## config.mk

```make
export PLATFORM = sky130hd
export DESIGN_NAME = bwl_monitor
export DESIGN_NICKNAME = d
export VERILOG_FILES = /design/src/include/bwl_pkg.sv /design/src/hdl/bwl_monitor.sv
export VERILOG_INCLUDE_DIRS = /design/src /design/src/include
export SDC_FILE = /design/constraint.sdc
export NUM_CORES = 1
export LEC_CHECK = 0
export BUFFER_PORTS_ARGS = -buffer_cell sky130_fd_sc_hd__buf_2
export CAP_MARGIN = 10
export CORE_UTILIZATION = 51
export CTS_BUF_LIST = sky130_fd_sc_hd__clkbuf_4 sky130_fd_sc_hd__clkbuf_8 sky130_fd_sc_hd__clkbuf_16
export DETAILED_ROUTE_END_ITERATION = 6
export GPL_ROUTABILITY_DRIVEN = 1
export GPL_TIMING_DRIVEN = 1
export PLACE_DENSITY_LB_ADDON = 0.2
export SLEW_MARGIN = 20
export SYNTH_ARGS = -nofsm -noshare
export SYNTH_HDL_FRONTEND = slang
export SYNTH_SLANG_ARGS = --single-unit
```

## constraint.sdc

```tcl
create_clock -name pclk -period 3.77 [get_ports pclk]
set_input_delay 1.131 -clock pclk [delete_from_list [all_inputs] [get_ports pclk]]
set_output_delay 1.131 -clock pclk [all_outputs]
set_load 0.005 [all_outputs]
```

## src/include/bwl_params.svh

```systemverilog
// Purpose: offsets, fields, reset values and codes for the limiter/monitor
// Assumes: 32-bit APB, one word per register
// Notes:   byte addresses
`ifndef BWL_PARAMS_SVH
`define BWL_PARAMS_SVH
`define OFF_CFG      8'h00
`define OFF_SPACING  8'h04
`define OFF_BUDGET   8'h08
`define OFF_REMAIN   8'h0C
`define OFF_STAT     8'h10
`define OFF_MASK     8'h14
`define OFF_CHAN     8'h18
`define CFG_SIZE_LSB 0
`define CFG_SIZE_W   3
`define STAT_MON     0
`define STAT_ALIGN   1
`define STAT_CAUSE   4
`define EV_W         2
`define CAUSE_MON    4'h6
`define CAUSE_ALIGN  4'h1
`define SPACING_STOP 16'hFFFF
`define SPACING_RST  16'h0000
`define BUDGET_RST   32'h0000_0000
`define SIZE_RST     3'h5
`define SIZE_MAX     3'h5
`endif

```

## src/include/bwl_pkg.sv

```systemverilog
// Purpose: shared types for the bandwidth limiter/monitor
// Assumes: nothing
// Notes:   work-unit indications travel as one struct
package bwl_pkg;
  typedef struct packed {
    logic        start;
    logic        active;
    logic        done;
    logic        wrap;
    logic [31:0] addr;
  } wu_t;
  typedef enum logic [1:0] {CH_RUN, CH_HALT} chan_state_t;
endpackage : bwl_pkg

```

## src/hdl/bwl_monitor.sv

```systemverilog
// Purpose: per-channel request spacing and work-unit cycle budget monitor
// Assumes: APB slave, one pclk domain, channel logic outside issues requests
// Notes:   no wait state on any APB access, reads of status clear its flags but keep the cause
//
// Summary of operation
// Two requests to the crossbar are at least the spacing count cycles apart.
// A spacing count of zero lets a request go every cycle for sizes up to the bus width.
// A spacing count of all ones stops every request until it changes.
// Rate is capped by both bus width (burst beats) and size over spacing.
// The remaining counter reloads from budget on config write, unit end and wrap.
// The remaining counter drops by one each cycle a work unit is active.
// Reaching zero inside an active unit raises the error flag with cause six.
// An expired counter sits at zero until the next reload.
// Expiry does not halt the channel while other errors do.
// A budget of zero switches the monitor off.
// The fast copy stream uses channels 43 and 44 on a 64-bit bus.
// Software splits unaligned copies into head, 32-byte middle and tail.
// A work unit start not aligned to transfer size raises the error flag.
// Transfer size is 1 to 32 bytes, wider than the bus goes as a burst.
// The spacing counter restarts at each request and holds the next one.
//
// Implementation choices: the placing of the registers and the APB interface to the registers.
`include "bwl_params.svh"
`timescale 1ns/1ps
`default_nettype none
module bwl_monitor
  import bwl_pkg::*;
#(
  parameter int BUS_BITS = 64,
  parameter int SRC_CHAN = 43,
  parameter int DST_CHAN = 44
) (
  // Clock and reset
  input  wire logic        pclk,
  input  wire logic        presetn,
  // APB slave
  input  wire logic        psel,
  input  wire logic        penable,
  input  wire logic        pwrite,
  input  wire logic [7:0]  paddr,
  input  wire logic [31:0] pwdata,
  output logic      [31:0] prdata,
  output logic             pready,
  output logic             pslverr,
  // Channel side
  input  wire logic        req_want,
  input  wire wu_t         wu,
  output logic             req_strobe,
  output logic      [2:0]  req_size,
  output logic      [5:0]  req_beats,
  output logic             chan_halt,
  // Interrupt
  output logic             irq
);
  localparam logic [5:0] BUS_BYTES = 6'(BUS_BITS / 8);

  // ---------------------------------------------------------------
  // Helpers
  // ---------------------------------------------------------------
  function automatic logic [5:0] size_bytes(input logic [2:0] code);
    size_bytes = 6'h01 << code;
  endfunction : size_bytes

  // burst beats
  function automatic logic [5:0] beats_of(input logic [2:0] code);
    beats_of = (size_bytes(code) > BUS_BYTES) ? 6'(size_bytes(code) / BUS_BYTES) : 6'h01;
  endfunction : beats_of

  function automatic logic mapped(input logic [7:0] a);
    mapped = a == `OFF_CFG || a == `OFF_SPACING || a == `OFF_BUDGET ||
             a == `OFF_REMAIN || a == `OFF_STAT || a == `OFF_MASK || a == `OFF_CHAN;
  endfunction : mapped

  // ---------------------------------------------------------------
  // Register state
  // ---------------------------------------------------------------
  logic [2:0]          size_r, size_nxt;
  logic [15:0]         spacing_r, spacing_nxt;
  logic [31:0]         budget_r, budget_nxt;
  logic [31:0]         remain_r, remain_nxt;
  logic [`EV_W-1:0]    stat_r, stat_nxt;
  logic [`EV_W-1:0]    mask_r, mask_nxt;
  logic [3:0]          cause_r, cause_nxt;
  logic [31:0]         prdata_nxt;
  logic                pready_nxt, pslverr_nxt;
  logic [15:0]         gap_r, gap_nxt;
  logic                strobe_nxt;
  chan_state_t         st_r, st_nxt;
  logic                wr_done, rd_done, cfg_wr, allowed, issue;
  logic                ev_mon, ev_align;
  logic [15:0]         gap_len;

  assign wr_done = psel && penable && pready && pwrite;
  assign rd_done = psel && penable && pready && !pwrite;
  assign cfg_wr  = wr_done && paddr == `OFF_CFG;

  // ---------------------------------------------------------------
  // APB access
  // ---------------------------------------------------------------
  always_comb begin
    size_nxt    = size_r;
    spacing_nxt = spacing_r;
    budget_nxt  = budget_r;
    mask_nxt    = mask_r;
    pready_nxt  = 1'b0;
    pslverr_nxt = 1'b0;
    prdata_nxt  = prdata;
    if (psel && !penable) begin
      pready_nxt  = 1'b1;
      pslverr_nxt = !mapped(paddr);
      prdata_nxt  = 32'h0000_0000;
      if (!pwrite) begin
        case (paddr)
          `OFF_CFG:     prdata_nxt = {29'h0, size_r};
          `OFF_SPACING: prdata_nxt = {16'h0, spacing_r};
          `OFF_BUDGET:  prdata_nxt = budget_r;
          `OFF_REMAIN:  prdata_nxt = remain_r;
          `OFF_STAT:    prdata_nxt = {24'h0, cause_r, 2'b00, stat_r};
          `OFF_MASK:    prdata_nxt = {30'h0, mask_r};
          // stream identity
          `OFF_CHAN:    prdata_nxt = {8'(BUS_BITS), 8'h00, 8'(DST_CHAN), 8'(SRC_CHAN)};
          default:      prdata_nxt = 32'h0000_0000;
        endcase
      end
    end
    if (wr_done) begin
      case (paddr)
        `OFF_CFG:
          if (pwdata[2:0] <= `SIZE_MAX) size_nxt = pwdata[2:0];
        `OFF_SPACING: spacing_nxt = pwdata[15:0];
        `OFF_BUDGET:  budget_nxt = pwdata;
        `OFF_MASK:    mask_nxt = pwdata[`EV_W-1:0];
        default:      ;
      endcase
    end
  end

  always_ff @(posedge pclk or negedge presetn) begin
    if (!presetn) begin
      size_r    <= `SIZE_RST;
      spacing_r <= `SPACING_RST;
      budget_r  <= `BUDGET_RST;
      mask_r    <= '0;
      pready    <= 1'b0;
      pslverr   <= 1'b0;
      prdata    <= 32'h0000_0000;
    end else begin
      size_r    <= size_nxt;
      spacing_r <= spacing_nxt;
      budget_r  <= budget_nxt;
      mask_r    <= mask_nxt;
      pready    <= pready_nxt;
      pslverr   <= pslverr_nxt;
      prdata    <= prdata_nxt;
    end
  end

  // ---------------------------------------------------------------
  // Request spacing
  // ---------------------------------------------------------------
  // gap is the larger of burst beats and spacing
  assign gap_len = (spacing_r > 16'(beats_of(size_r))) ? spacing_r : 16'(beats_of(size_r));
  // all ones stops requests
  assign allowed = gap_r == 16'h0000 && spacing_r != `SPACING_STOP && st_r == CH_RUN;
  assign issue   = req_want && allowed;

  always_comb begin
    gap_nxt    = gap_r;
    strobe_nxt = issue;
    // restart after a request
    if (issue)
      gap_nxt = gap_len - 16'h0001;
    // count out the gap
    else if (gap_r != 16'h0000)
      gap_nxt = gap_r - 16'h0001;
  end

  always_ff @(posedge pclk or negedge presetn) begin
    if (!presetn) begin
      gap_r      <= 16'h0000;
      req_strobe <= 1'b0;
      req_size   <= `SIZE_RST;
      req_beats  <= 6'h01;
    end else begin
      gap_r      <= gap_nxt;
      req_strobe <= strobe_nxt;
      req_size   <= size_r;
      req_beats  <= beats_of(size_r);
    end
  end

  // ---------------------------------------------------------------
  // Budget monitor and errors
  // ---------------------------------------------------------------
  // expiry only inside an unfinished unit; R10 zero budget is off
  assign ev_mon = wu.active && !wu.done && !wu.wrap && !cfg_wr &&
                  budget_r != 32'h0000_0000 && remain_r == 32'h0000_0001;
  // misaligned start
  assign ev_align = wu.start && ((wu.addr[5:0] & (size_bytes(size_r) - 6'h01)) != 6'h00);

  always_comb begin
    remain_nxt = remain_r;
    stat_nxt   = stat_r;
    cause_nxt  = cause_r;
    st_nxt     = st_r;
    // reload sources win over counting
    if (cfg_wr || wu.done || wu.wrap)
      remain_nxt = budget_r;
    // one per active cycle; R8 stop at zero
    else if (wu.active && remain_r != 32'h0000_0000)
      remain_nxt = remain_r - 32'h0000_0001;
    // Clear only what the read returned, so a set after the snapshot survives
    if (rd_done && paddr == `OFF_STAT)
      stat_nxt = stat_r & ~prdata[`EV_W-1:0];
    // flag and cause; set beats a same-cycle clear
    if (ev_mon) begin
      stat_nxt[`STAT_MON] = 1'b1;
      cause_nxt           = `CAUSE_MON;
    end
    if (ev_align) begin
      stat_nxt[`STAT_ALIGN] = 1'b1;
      cause_nxt             = `CAUSE_ALIGN;
    end
    // only alignment errors halt
    case (st_r)
      CH_RUN:  if (ev_align) st_nxt = CH_HALT;
      CH_HALT: if (cfg_wr) st_nxt = CH_RUN;
      default: st_nxt = CH_RUN;
    endcase
  end

  always_ff @(posedge pclk or negedge presetn) begin
    if (!presetn) begin
      remain_r  <= `BUDGET_RST;
      stat_r    <= '0;
      cause_r   <= 4'h0;
      st_r      <= CH_RUN;
      chan_halt <= 1'b0;
      irq       <= 1'b0;
    end else begin
      remain_r  <= remain_nxt;
      stat_r    <= stat_nxt;
      cause_r   <= cause_nxt;
      st_r      <= st_nxt;
      chan_halt <= st_nxt == CH_HALT;
      irq       <= |(stat_nxt & mask_r);
    end
  end
endmodule : bwl_monitor
`default_nettype wire

```

Yosys cells after proc, flatten, opt, wreduce, memory -nomap -nowiden
Index checks and enable logic that the tools add are counted.
W data, S select, Z words.
{"block": "classes", "n_addsub": 4, "mul": 0, "div": 0, "order_cmp": 3, "eq_ne": 10, "shift": 1, "mux": 18, "n_bitwise": 4, "n_reduce_logical": 46}
{"op": "$pmux W32 S7", "count": 1}
{"op": "$mux W32", "count": 3}
{"op": "$reduce_bool A32 Y1", "count": 2}
{"op": "$mux W16", "count": 3}
{"op": "$eq A32 B1 Y1 const B", "count": 1}
{"op": "$sub A16 B1 Y16 const B", "count": 2}
{"op": "$sub A32 B1 Y32 const B", "count": 1}
{"op": "$eq A8 B5 Y1 const B", "count": 3}
{"op": "$logic_and A1 B1 Y1", "count": 17}
{"op": "$eq A8 B4 Y1 const B", "count": 2}
{"op": "$gt A16 B3 Y1", "count": 1}
{"op": "$logic_not A16 Y1", "count": 1}
{"op": "$ne A16 B16 Y1 const B", "count": 1}
{"op": "$reduce_bool A16 Y1", "count": 1}
{"op": "$eq A8 B3 Y1 const B", "count": 1}
{"op": "$logic_not A8 Y1", "count": 1}
{"op": "$logic_or A1 B1 Y1", "count": 8}
{"op": "$mux W4", "count": 2}
{"op": "$and A6 B6 Y6", "count": 1}
{"op": "$gt A6 B4 Y1 const B", "count": 1}
{"op": "$logic_not A1 Y1", "count": 6}
{"op": "$mux W2", "count": 3}
{"op": "$reduce_and A2 Y1", "count": 3}
{"op": "$reduce_bool A2 Y1", "count": 3}
{"op": "other kinds (13)", "count": 18}
{"block": "word_totals", "regBits": 152, "latch_bits": 0, "ramBits": 0, "romBits": 0, "input_bits": 82, "elab_cells": 103, "memories": 0}

Logic depth before layout (Yosys ltp)
Gate-level depths: netlist of run 1.
{"block": "logic_depth", "ltp_word": 11, "mapped_depth": 18, "ltp_nobuf": 16}

Least setup slack after synthesis of run 1
No wires, ideal clock.
{"block": "synth_path", "kind": "register -> register", "from": "reg size_r[0]", "to": "reg gap_r[8]", "setup_time_ns": 0.131, "arrival_time_ns": 3.505, "setup_slack_ns": 0.134, "path_stages_with_launch": 18, "path_cell_list": "dfstp_2 > clkbuf_1 > inv_1 > or2_2 > ha_1 > nor2_1 > a31oi_1 > a21o_1 > clkbuf_1 > a21oi_1 > a21oi_1 > ha_1 > nand2_1 > or2_2 > a2111oi_0 > o21ai_0 > xnor2_1 > nor2_1"}
{"block": "synth_via", "elab_chain_len": 7}
{"item": "start, declared", "line_no": "bwl_monitor.sv:77", "rtl": "logic [2:0] size_r, size_nxt;"}
{"item": "start signal, assigned", "line_no": "bwl_monitor.sv:140", "rtl": "size_r <= `SIZE_RST;"}
{"item": "start signal, assigned", "line_no": "bwl_monitor.sv:148", "rtl": "size_r <= size_nxt;"}
{"item": "$shl A1 B3 Y6 *", "line_no": "bwl_monitor.sv:61", "rtl": "size_bytes = 6'h01 << code;"}
{"item": "$gt A6 B4 Y1", "line_no": "bwl_monitor.sv:66", "rtl": "beats_of = (size_bytes(code) > BUS_BYTES) ? 6'(size_bytes(code) / BUS_BYTES) : 6'h01;"}
{"item": "$mux W3 *", "line_no": "bwl_monitor.sv:66"}
{"item": "$gt A16 B3 Y1", "line_no": "bwl_monitor.sv:162", "rtl": "assign gap_len = (spacing_r > 16'(beats_of(size_r))) ? spacing_r : 16'(beats_of(size_r));"}
{"item": "$mux W16 *", "line_no": "bwl_monitor.sv:162"}
{"item": "$sub A16 B1 Y16 *", "line_no": "bwl_monitor.sv:172", "rtl": "gap_nxt = gap_len - 16'h0001;"}
{"item": "$mux W16 *", "line_no": "bwl_monitor.sv:171", "rtl": "if (issue)"}
{"item": "end signal, assigned", "line_no": "bwl_monitor.sv:185", "rtl": "gap_r <= gap_nxt;"}
{"item": "end, declared", "line_no": "bwl_monitor.sv:86", "rtl": "logic [15:0] gap_r, gap_nxt;"}
Mark *: on every way between the ends. The rest lies on a longest branch, timed or not.
A chain may end at the register's enable or synchronous reset.

Worst setup path after layout of run 1
{"block": "layout_path", "from": "reg size_r[2]", "to": "reg gap_r[8]"}
Same word-level chain as after synthesis.

==> impl_metrics.xml, run 1 <==
<?xml version="1.0" encoding="UTF-8"?>
<metrics>
  <group name="job">
    <metric name="maxCapViolCount" unit="">0</metric>
  </group>
  <group name="timing">
    <metric name="finalWorstSetupSlack" unit="ps">228</metric>
    <metric name="fmax" unit="GHz">0.282</metric>
    <metric name="setup_repair_after_global_routing_missed_its_margin" unit="">no</metric>
    <metric name="max_slew_margin" unit="">0.390</metric>
    <metric name="timing_worst_slew_pin_value" unit="ps">905</metric>
    <metric name="final_count_of_pins_violating_max_slew" unit="">0</metric>
    <metric name="setup_tns" unit="ps">0</metric>
    <metric name="final_hold_slack" unit="ps">457</metric>
    <metric name="timing.final.crit_share" unit="">0.940</metric>
    <metric name="fin_worst_skew" unit="ps">6.48</metric>
    <metric name="timing.final.crit_period" unit="ps">3540</metric>
    <metric name="timing.final.hold_violations" unit="">0</metric>
    <metric name="final_setup_violations" unit="">0</metric>
  </group>
  <group name="hold_path">
    <metric name="hold_path_class" unit="">reg -&gt; reg</metric>
  </group>
  <group name="setup_path">
    <metric name="critical-path-top-delay-family" unit="">simple AND/OR/NAND/NOR gates</metric>
    <metric name="critical_path.slowest_cell" unit="">dfstp_2</metric>
    <metric name="timing_worst_setup_path_type" unit="">reg -&gt; reg</metric>
    <metric name="worstPathBufferInverterCount" unit="">1</metric>
    <metric name="critical_path_peak_fanout" unit="">5</metric>
    <metric name="cp_common_cell" unit="">nor2_1</metric>
    <metric name="critPathMaxStageDelay" unit="ps">560</metric>
    <metric name="worst_setup_path_end_kind" unit="">register</metric>
    <metric name="arrival" unit="ps">3820</metric>
    <metric name="startpoint_type_of_the_worst_setup_path" unit="">register</metric>
    <metric name="crit_path_cell_trace" unit="">nand2b_4 -&gt; or2_2 -&gt; ha_1 -&gt; nor2_1 -&gt; a31oi_1 -&gt; a21o_1 -&gt; nor2_1 -&gt; a21oi_1 -&gt; a21oi_1 -&gt; ha_2 -&gt; nand2_1 -&gt; or2_2 -&gt; a2111oi_4 -&gt; buf_4 -&gt; o21ai_0 -&gt; xnor2_1 -&gt; nor2_1</metric>
    <metric name="critPathRequiredTime" unit="ps">4050</metric>
  </group>
  <group name="pwr">
    <metric name="report.power.total" unit="mW">5.04</metric>
    <metric name="peakVddDrop" unit="uV">351</metric>
    <metric name="p_leak" unit="nW">4.32</metric>
    <metric name="power_per_cell_area" unit="mW/mm^2">540</metric>
  </group>
  <group name="placement">
    <metric name="place_congestion" unit="">0.894</metric>
    <metric name="placement.io_buffers" unit="">98</metric>
    <metric name="postPlaceCellArea" unit="sq mm">0.00867</metric>
    <metric name="hpwlAfterDp" unit="microns">15900</metric>
    <metric name="placement.setup.worst_slack" unit="ps">11.2</metric>
  </group>
  <group name="routing">
    <metric name="avgViaCountPerCell" unit="">6.11</metric>
    <metric name="drt.antenna.violating_nets" unit="">0</metric>
    <metric name="first_iter_violations" unit="">480</metric>
    <metric name="drt_wl_total" unit="microns">22200</metric>
    <metric name="first_pass_iters" unit="">6</metric>
    <metric name="remaining_drc_errors" unit="">0</metric>
    <metric name="detail_route.wl_per_cell" unit="microns">20.1</metric>
    <metric name="route.vias.total" unit="">6735</metric>
  </group>
  <group name="global_route">
    <metric name="grt_util_all_layers" unit="">0.291</metric>
    <metric name="grt_antenna_before_repair" unit="">0</metric>
    <metric name="grt_util_met3" unit="">0.0450</metric>
    <metric name="use_met1" unit="">0.417</metric>
    <metric name="grt_pass1_vias" unit="">6643</metric>
    <metric name="globalRouteMet2Util" unit="">0.460</metric>
    <metric name="grt_max_degree" unit="">65</metric>
    <metric name="busiest_layer" unit="">met2</metric>
    <metric name="grt_pass1_wl" unit="microns">35700</metric>
    <metric name="global_route.overflow_total" unit="">0</metric>
  </group>
  <group name="outcome">
    <metric name="outcome" unit="">finished, final reports clean</metric>
  </group>
  <group name="synth">
    <metric name="synthMostInstantiatedCell" unit="">dfrtp_1</metric>
    <metric name="synth_edf_count" unit="">0</metric>
    <metric name="postSynthCellCount" unit="">793</metric>
    <metric name="synthesis.area" unit="sq mm">0.00783</metric>
    <metric name="synth.lib_cells_used.distinct" unit="">72</metric>
    <metric name="syn_avg_cell_area" unit="sq um">9.87</metric>
    <metric name="yosys_warnings" unit="">0</metric>
    <metric name="synth_flop_cell" unit="">dfrtp_1</metric>
    <metric name="ys_seq_elements" unit="">150</metric>
    <metric name="synth.cells.most_frequent" unit="">dfrtp_1, nand2_1, o21ai_0</metric>
    <metric name="post_synthesis_async_set_or_reset_flop_share" unit="">1.00</metric>
    <metric name="synth-seq-area-share" unit="">0.480</metric>
    <metric name="dominant_cells_by_area_after_synthesis" unit="">dfrtp_1, mux2_2, nand2_1</metric>
    <metric name="yosysTopAreaCellShare" unit="">0.464</metric>
    <metric name="synth_largest_area_cell" unit="">dfrtp_1</metric>
  </group>
  <group name="floorplan">
    <metric name="initial_core_util" unit="">0.530</metric>
    <metric name="placement_rows" unit="">44</metric>
    <metric name="core" unit="sq mm">0.0148</metric>
    <metric name="boundaryPins" unit="">128</metric>
    <metric name="die_height" unit="microns">126</metric>
    <metric name="die-area" unit="sq mm">0.0158</metric>
    <metric name="die_w" unit="microns">126</metric>
  </group>
  <group name="clock_network">
    <metric name="cts.reportedPaths.clkPinSlew" unit="ps">60</metric>
    <metric name="clock-root-buffer" unit="">clkbuf_16</metric>
    <metric name="htreeDepth" unit="">4</metric>
    <metric name="clkLatencyLatePin" unit="ps">420</metric>
    <metric name="numClockSinks" unit="">150</metric>
    <metric name="tritoncts" unit="">done</metric>
    <metric name="cts_buffer_depth" unit="">2</metric>
    <metric name="cts-buffers-inserted" unit="">17</metric>
  </group>
  <group name="finish">
    <metric name="area_added_between_synthesis_and_finish" unit="%">19.3</metric>
    <metric name="drive_above_1_share" unit="">0.288</metric>
    <metric name="fin_nets" unit="">995</metric>
    <metric name="layout.cell_area.non_filler" unit="sq mm">0.00934</metric>
    <metric name="number_of_inserted_diodes" unit="">0</metric>
    <metric name="filler_cell_count" unit="">1225</metric>
  </group>
</metrics>
[where the power goes]
part	total (mW)	switching (mW)	internal (mW)
clock network	1.79	0.729	1.06
logic	1.41	0.816	0.592
registers	1.85	0.140	1.71
total	5.04	1.69	3.36
[path summary, 6_finish.rpt]
kind | to | from | depth (start not counted) | slack (ps)
setup / recovery | gap_r[8]$_DFFE_PN0P_ | size_r[2]$_DFFE_PN1P_ | 17 | 230
max in group asynchronous | spacing_r[14]$_DFFE_PN0P_ | presetn | 2 | 2200
hold reg to reg | st_r[0]$_DFF_PN0_ | st_r[1]$_DFF_PN0_ | 1 | 460
min in group asynchronous | st_r[1]$_DFF_PN0_ | presetn | 1 | 690
hold / removal | st_r[0]$_DFF_PN0_ | st_r[1]$_DFF_PN0_ | 1 | 460
setup reg to reg | gap_r[8]$_DFFE_PN0P_ | size_r[2]$_DFFE_PN1P_ | 17 | 230
[stage by stage]
stage	utilization	instances
2_1_floorplan	-	796
3_3_place_gp	0.587	1070
3_5_place_dp	0.587	1070
4_1_cts	0.629	1102
5_1_grt	0.633	1103
6_report	0.633	1103
[per-layer routing]
layer | vias to the layer above | wire (microns)
met2 | 246 | 10400
met5 | - | 0
met3 | 29 | 1120
li1 | 3088 | -
met1 | 3372 | 10300
met4 | 0 | 337
[state kept, by name (all words and copies together) (netlist names)]
register,count
budget_r,32
prdata,32
remain_r,32
gap_r,16
spacing_r,16
req_beats,3
req_size,3
size_r,3
cause_r,2
mask_r,2
st_r,2
stat_r,2
chan_halt,1
irq,1
pready,1
pslverr,1
req_strobe,1
[placed cells by master (no fill, tap or decap), types with 5 or more instances in the layout]
cell and count:
or4_1 5, o21ai_0 79, or3_1 6, mux2_2 61, nor2b_1 11, nand3_1 9, dfrtp_1 145, nor4_1 13
ha_1 5, nor3_1 18, nor2_1 49, a221oi_1 7, a22oi_1 24, clkbuf_16 17, or4_4 5, xor2_1 18
nand3b_1 5, or2_2 6, buf_4 36, nand2b_1 9, xnor2_1 15, a21oi_1 27, o21ai_1 6, dfstp_2 5
a211oi_1 9, buf_2 97, inv_1 16, nand2_1 108, a21o_1 7, nand4_1 11
[worst register-to-register path, delay by kind of cell, from the launching register on]
| family | cells | cell delay, ps |
|---|---|---|
| buffers and inverters | 1 | 160 |
| flip-flops | 1 | 560 |
| AND/OR/NAND/NOR | 7 | 1050 |
| AO/OA/AOI/OAI | 6 | 940 |
| adder cells (fa/ha/maj) | 2 | 500 |
| XOR/XNOR | 1 | 180 |
[cell families after synthesis]
kind of cell	Yosys count	synth area share
simple gates	279	0.183
compound gates	199	0.162
flops	150	0.480
mux	63	0.0919
buf+inv	61	0.0339
xor+xnor	33	0.0369
fa+ha+maj	7	0.0112
other cells	1	0.000479
[repair_timing]
item,4_1_cts,5_1_grt
endpoints found under the setup margin,1,4
hold buffers,0,0
buffers inserted,0,1
gates resized for setup,1,6
pin swaps,0,5
[layout make-up]
cell class / count / area, sq um / share of cell area
Clock inverter: 15 / 194 / 0.0208
Sequential cell: 150 / 3760 / 0.403
Tap cell: 184 / 230 / 0.0247
Multi-Input combinational cell: 585 / 3860 / 0.413
Clock buffer: 17 / 425 / 0.0456
Inverter: 16 / 60.1 / 0.00643
Timing Repair Buffer: 136 / 807 / 0.0864
Note: power is estimated with default switching activity, not from simulation.
==> inputs of run 2 (changes only) <==
--- a/config.mk
+++ b/config.mk
@@ -8,7 +8,8 @@
 export LEC_CHECK = 0
 export BUFFER_PORTS_ARGS = -buffer_cell sky130_fd_sc_hd__buf_2
 export CAP_MARGIN = 10
-export CORE_UTILIZATION = 51
+export CORE_ASPECT_RATIO = 0.9
+export CORE_UTILIZATION = 50
 export CTS_BUF_LIST = sky130_fd_sc_hd__clkbuf_4 sky130_fd_sc_hd__clkbuf_8 sky130_fd_sc_hd__clkbuf_16
 export DETAILED_ROUTE_END_ITERATION = 6
 export GPL_ROUTABILITY_DRIVEN = 1
==> impl_metrics.xml, run 2 (synthesis gave the netlist of run 1 again) <==
<?xml version="1.0" encoding="UTF-8"?>
<metrics>
  <group name="timing">
    <metric name="timing.final.crit_share" unit="">0.902</metric>
    <metric name="final_count_of_pins_violating_max_slew" unit="">0</metric>
    <metric name="final_setup_violations" unit="">0</metric>
    <metric name="fin_worst_skew" unit="ps">9.58</metric>
    <metric name="timing.final.hold_violations" unit="">0</metric>
    <metric name="timing_worst_slew_pin_value" unit="ps">853</metric>
    <metric name="timing.final.crit_period" unit="ps">3400</metric>
    <metric name="finalWorstSetupSlack" unit="ps">370</metric>
    <metric name="setup_repair_after_global_routing_missed_its_margin" unit="">no</metric>
    <metric name="max_slew_margin" unit="">0.428</metric>
    <metric name="final_hold_slack" unit="ps">455</metric>
    <metric name="fmax" unit="GHz">0.294</metric>
    <metric name="setup_tns" unit="ps">0</metric>
  </group>
  <group name="finish">
    <metric name="mostFrequentLayoutCell" unit="">dfrtp_1</metric>
    <metric name="area_added_between_synthesis_and_finish" unit="%">19.1</metric>
    <metric name="layout.cells.most_common_list" unit="">dfrtp_1, nand2_1, buf_2, o21ai_0, mux2_2</metric>
    <metric name="layout.cell_area.non_filler" unit="sq mm">0.00932</metric>
    <metric name="fin_nets" unit="">991</metric>
    <metric name="drive_above_1_share" unit="">0.284</metric>
    <metric name="top_registers" unit="">budget_r x32, prdata x32, remain_r x32</metric>
    <metric name="stdcell_count" unit="">1117</metric>
    <metric name="number_of_inserted_diodes" unit="">0</metric>
    <metric name="finish.utilization" unit="">0.608</metric>
  </group>
  <group name="clock_network">
    <metric name="cts.reportedPaths.clkPinSlew" unit="ps">60</metric>
    <metric name="cts_buffer_depth" unit="">2</metric>
    <metric name="numClockSinks" unit="">150</metric>
    <metric name="htreeDepth" unit="">4</metric>
    <metric name="cts_setup_buffers" unit="">0</metric>
    <metric name="tritoncts" unit="">done</metric>
    <metric name="clkLatencyLatePin" unit="ps">430</metric>
    <metric name="clock-root-buffer" unit="">clkbuf_16</metric>
    <metric name="cts-buffers-inserted" unit="">17</metric>
  </group>
  <group name="routing">
    <metric name="route.vias.total" unit="">6593</metric>
    <metric name="drt.antenna.violating_nets" unit="">0</metric>
    <metric name="detail_route.wl_per_cell" unit="microns">19.2</metric>
    <metric name="drt_wl_total" unit="microns">21500</metric>
    <metric name="first_iter_violations" unit="">554</metric>
    <metric name="remaining_drc_errors" unit="">0</metric>
    <metric name="avgViaCountPerCell" unit="">5.90</metric>
    <metric name="first_pass_iters" unit="">5</metric>
  </group>
  <group name="floorplan">
    <metric name="initial_core_util" unit="">0.510</metric>
    <metric name="placement_rows" unit="">43</metric>
    <metric name="core" unit="sq mm">0.0153</metric>
    <metric name="die_w" unit="microns">134</metric>
    <metric name="die_height" unit="microns">121</metric>
    <metric name="die-area" unit="sq mm">0.0162</metric>
    <metric name="boundaryPins" unit="">128</metric>
  </group>
  <group name="global_route">
    <metric name="global_route.overflow_total" unit="">0</metric>
    <metric name="grt_pass1_vias" unit="">6601</metric>
    <metric name="grt_pass1_wl" unit="microns">34800</metric>
    <metric name="grt_util_all_layers" unit="">0.282</metric>
    <metric name="grt_max_degree" unit="">62</metric>
    <metric name="grt_antenna_before_repair" unit="">1</metric>
  </group>
  <group name="setup_path">
    <metric name="timing_worst_setup_path_type" unit="">reg -&gt; reg</metric>
    <metric name="critical_path_peak_fanout" unit="">5</metric>
    <metric name="critPathRequiredTime" unit="ps">4110</metric>
    <metric name="worst_setup_path_end_kind" unit="">register</metric>
    <metric name="startpoint_type_of_the_worst_setup_path" unit="">register</metric>
    <metric name="arrival" unit="ps">3750</metric>
  </group>
  <group name="placement">
    <metric name="placement.setup.worst_slack" unit="ps">159</metric>
    <metric name="postPlaceCellArea" unit="sq mm">0.00867</metric>
    <metric name="dpl.cell_count" unit="">1085</metric>
    <metric name="placement.io_buffers" unit="">98</metric>
    <metric name="hpwlAfterDp" unit="microns">15400</metric>
    <metric name="place_congestion" unit="">0.917</metric>
  </group>
  <group name="pwr">
    <metric name="report.power.total" unit="mW">5.01</metric>
    <metric name="power_per_cell_area" unit="mW/mm^2">538</metric>
    <metric name="peakVddDrop" unit="uV">358</metric>
    <metric name="p_leak" unit="nW">4.31</metric>
  </group>
  <group name="hold_path">
    <metric name="hold_path_class" unit="">reg -&gt; reg</metric>
  </group>
  <group name="outcome">
    <metric name="outcome" unit="">finished, final reports clean</metric>
  </group>
  <group name="job">
    <metric name="maxCapViolCount" unit="">0</metric>
  </group>
</metrics>
## run 2: final timing paths
path,cells after the start,slack (ps),startpoint,end
max,16,370,size_r[2]$_DFFE_PN1P_,gap_r[10]$_DFFE_PN0P_
min,1,450,st_r[1]$_DFF_PN0_,chan_halt$_DFF_PN0_
max reg2reg,16,370,size_r[2]$_DFFE_PN1P_,gap_r[10]$_DFFE_PN0P_
min reg2reg,1,450,st_r[1]$_DFF_PN0_,chan_halt$_DFF_PN0_
max in group asynchronous,2,2160,presetn,remain_r[18]$_DFFE_PN0P_
min in group asynchronous,1,700,presetn,req_beats[2]$_DFF_PN0_
## run 2: timing repair
| item | CTS | global route |
|---|---|---|
| hold buffers | 0 | 0 |
| setup endpoints to repair | 0 | 4 |
| hold endpoints to repair | 0 | 0 |
| gates resized for setup | 0 | 6 |
## run 2: final cells by class
type,count,area (sq um)
Clock buffer,24,497
Clock inverter,8,124
Fill cell,1297,6010
Inverter,16,60.1
Multi-Input combinational cell,585,3850
Sequential cell,150,3760
Tap cell,202,253
Timing Repair Buffer,132,777
## run 2: where the power goes
part	switching (mW)	leakage (nW)	total [mW]	internal, mW
clock	0.644	0.304	1.77	1.12
sequential	0.134	2.02	1.84	1.71
combinational	0.817	1.98	1.41	0.589
total	1.60	4.31	5.01	3.42
## run 2: routing by layer
| metal | up-vias | share of wire | track usage |
|---|---|---|---|
| met1 | 3245 | 0.46 | 0.388 |
| met3 | 26 | 0.062 | 0.0709 |
| li1 | 3088 | - | - |
| met2 | 234 | 0.46 | 0.438 |
| met4 | 0 | 0.015 | 0.0881 |
| met5 | - | 0 | 0 |
## run 2: critical path, cell delays in order, from the launching register on
cell,delay [ps]
dfstp_2,560
nand2b_4,70
nor2_2,90
inv_1,60
ha_1,290
a211o_1,310
a21o_1,220
nor2_1,90
a21oi_1,60
a21oi_1,160
ha_1,190
buf_4,140
nand3_1,110
a2111oi_4,340
o21ai_0,200
mux2_2,300
a21oi_1,120
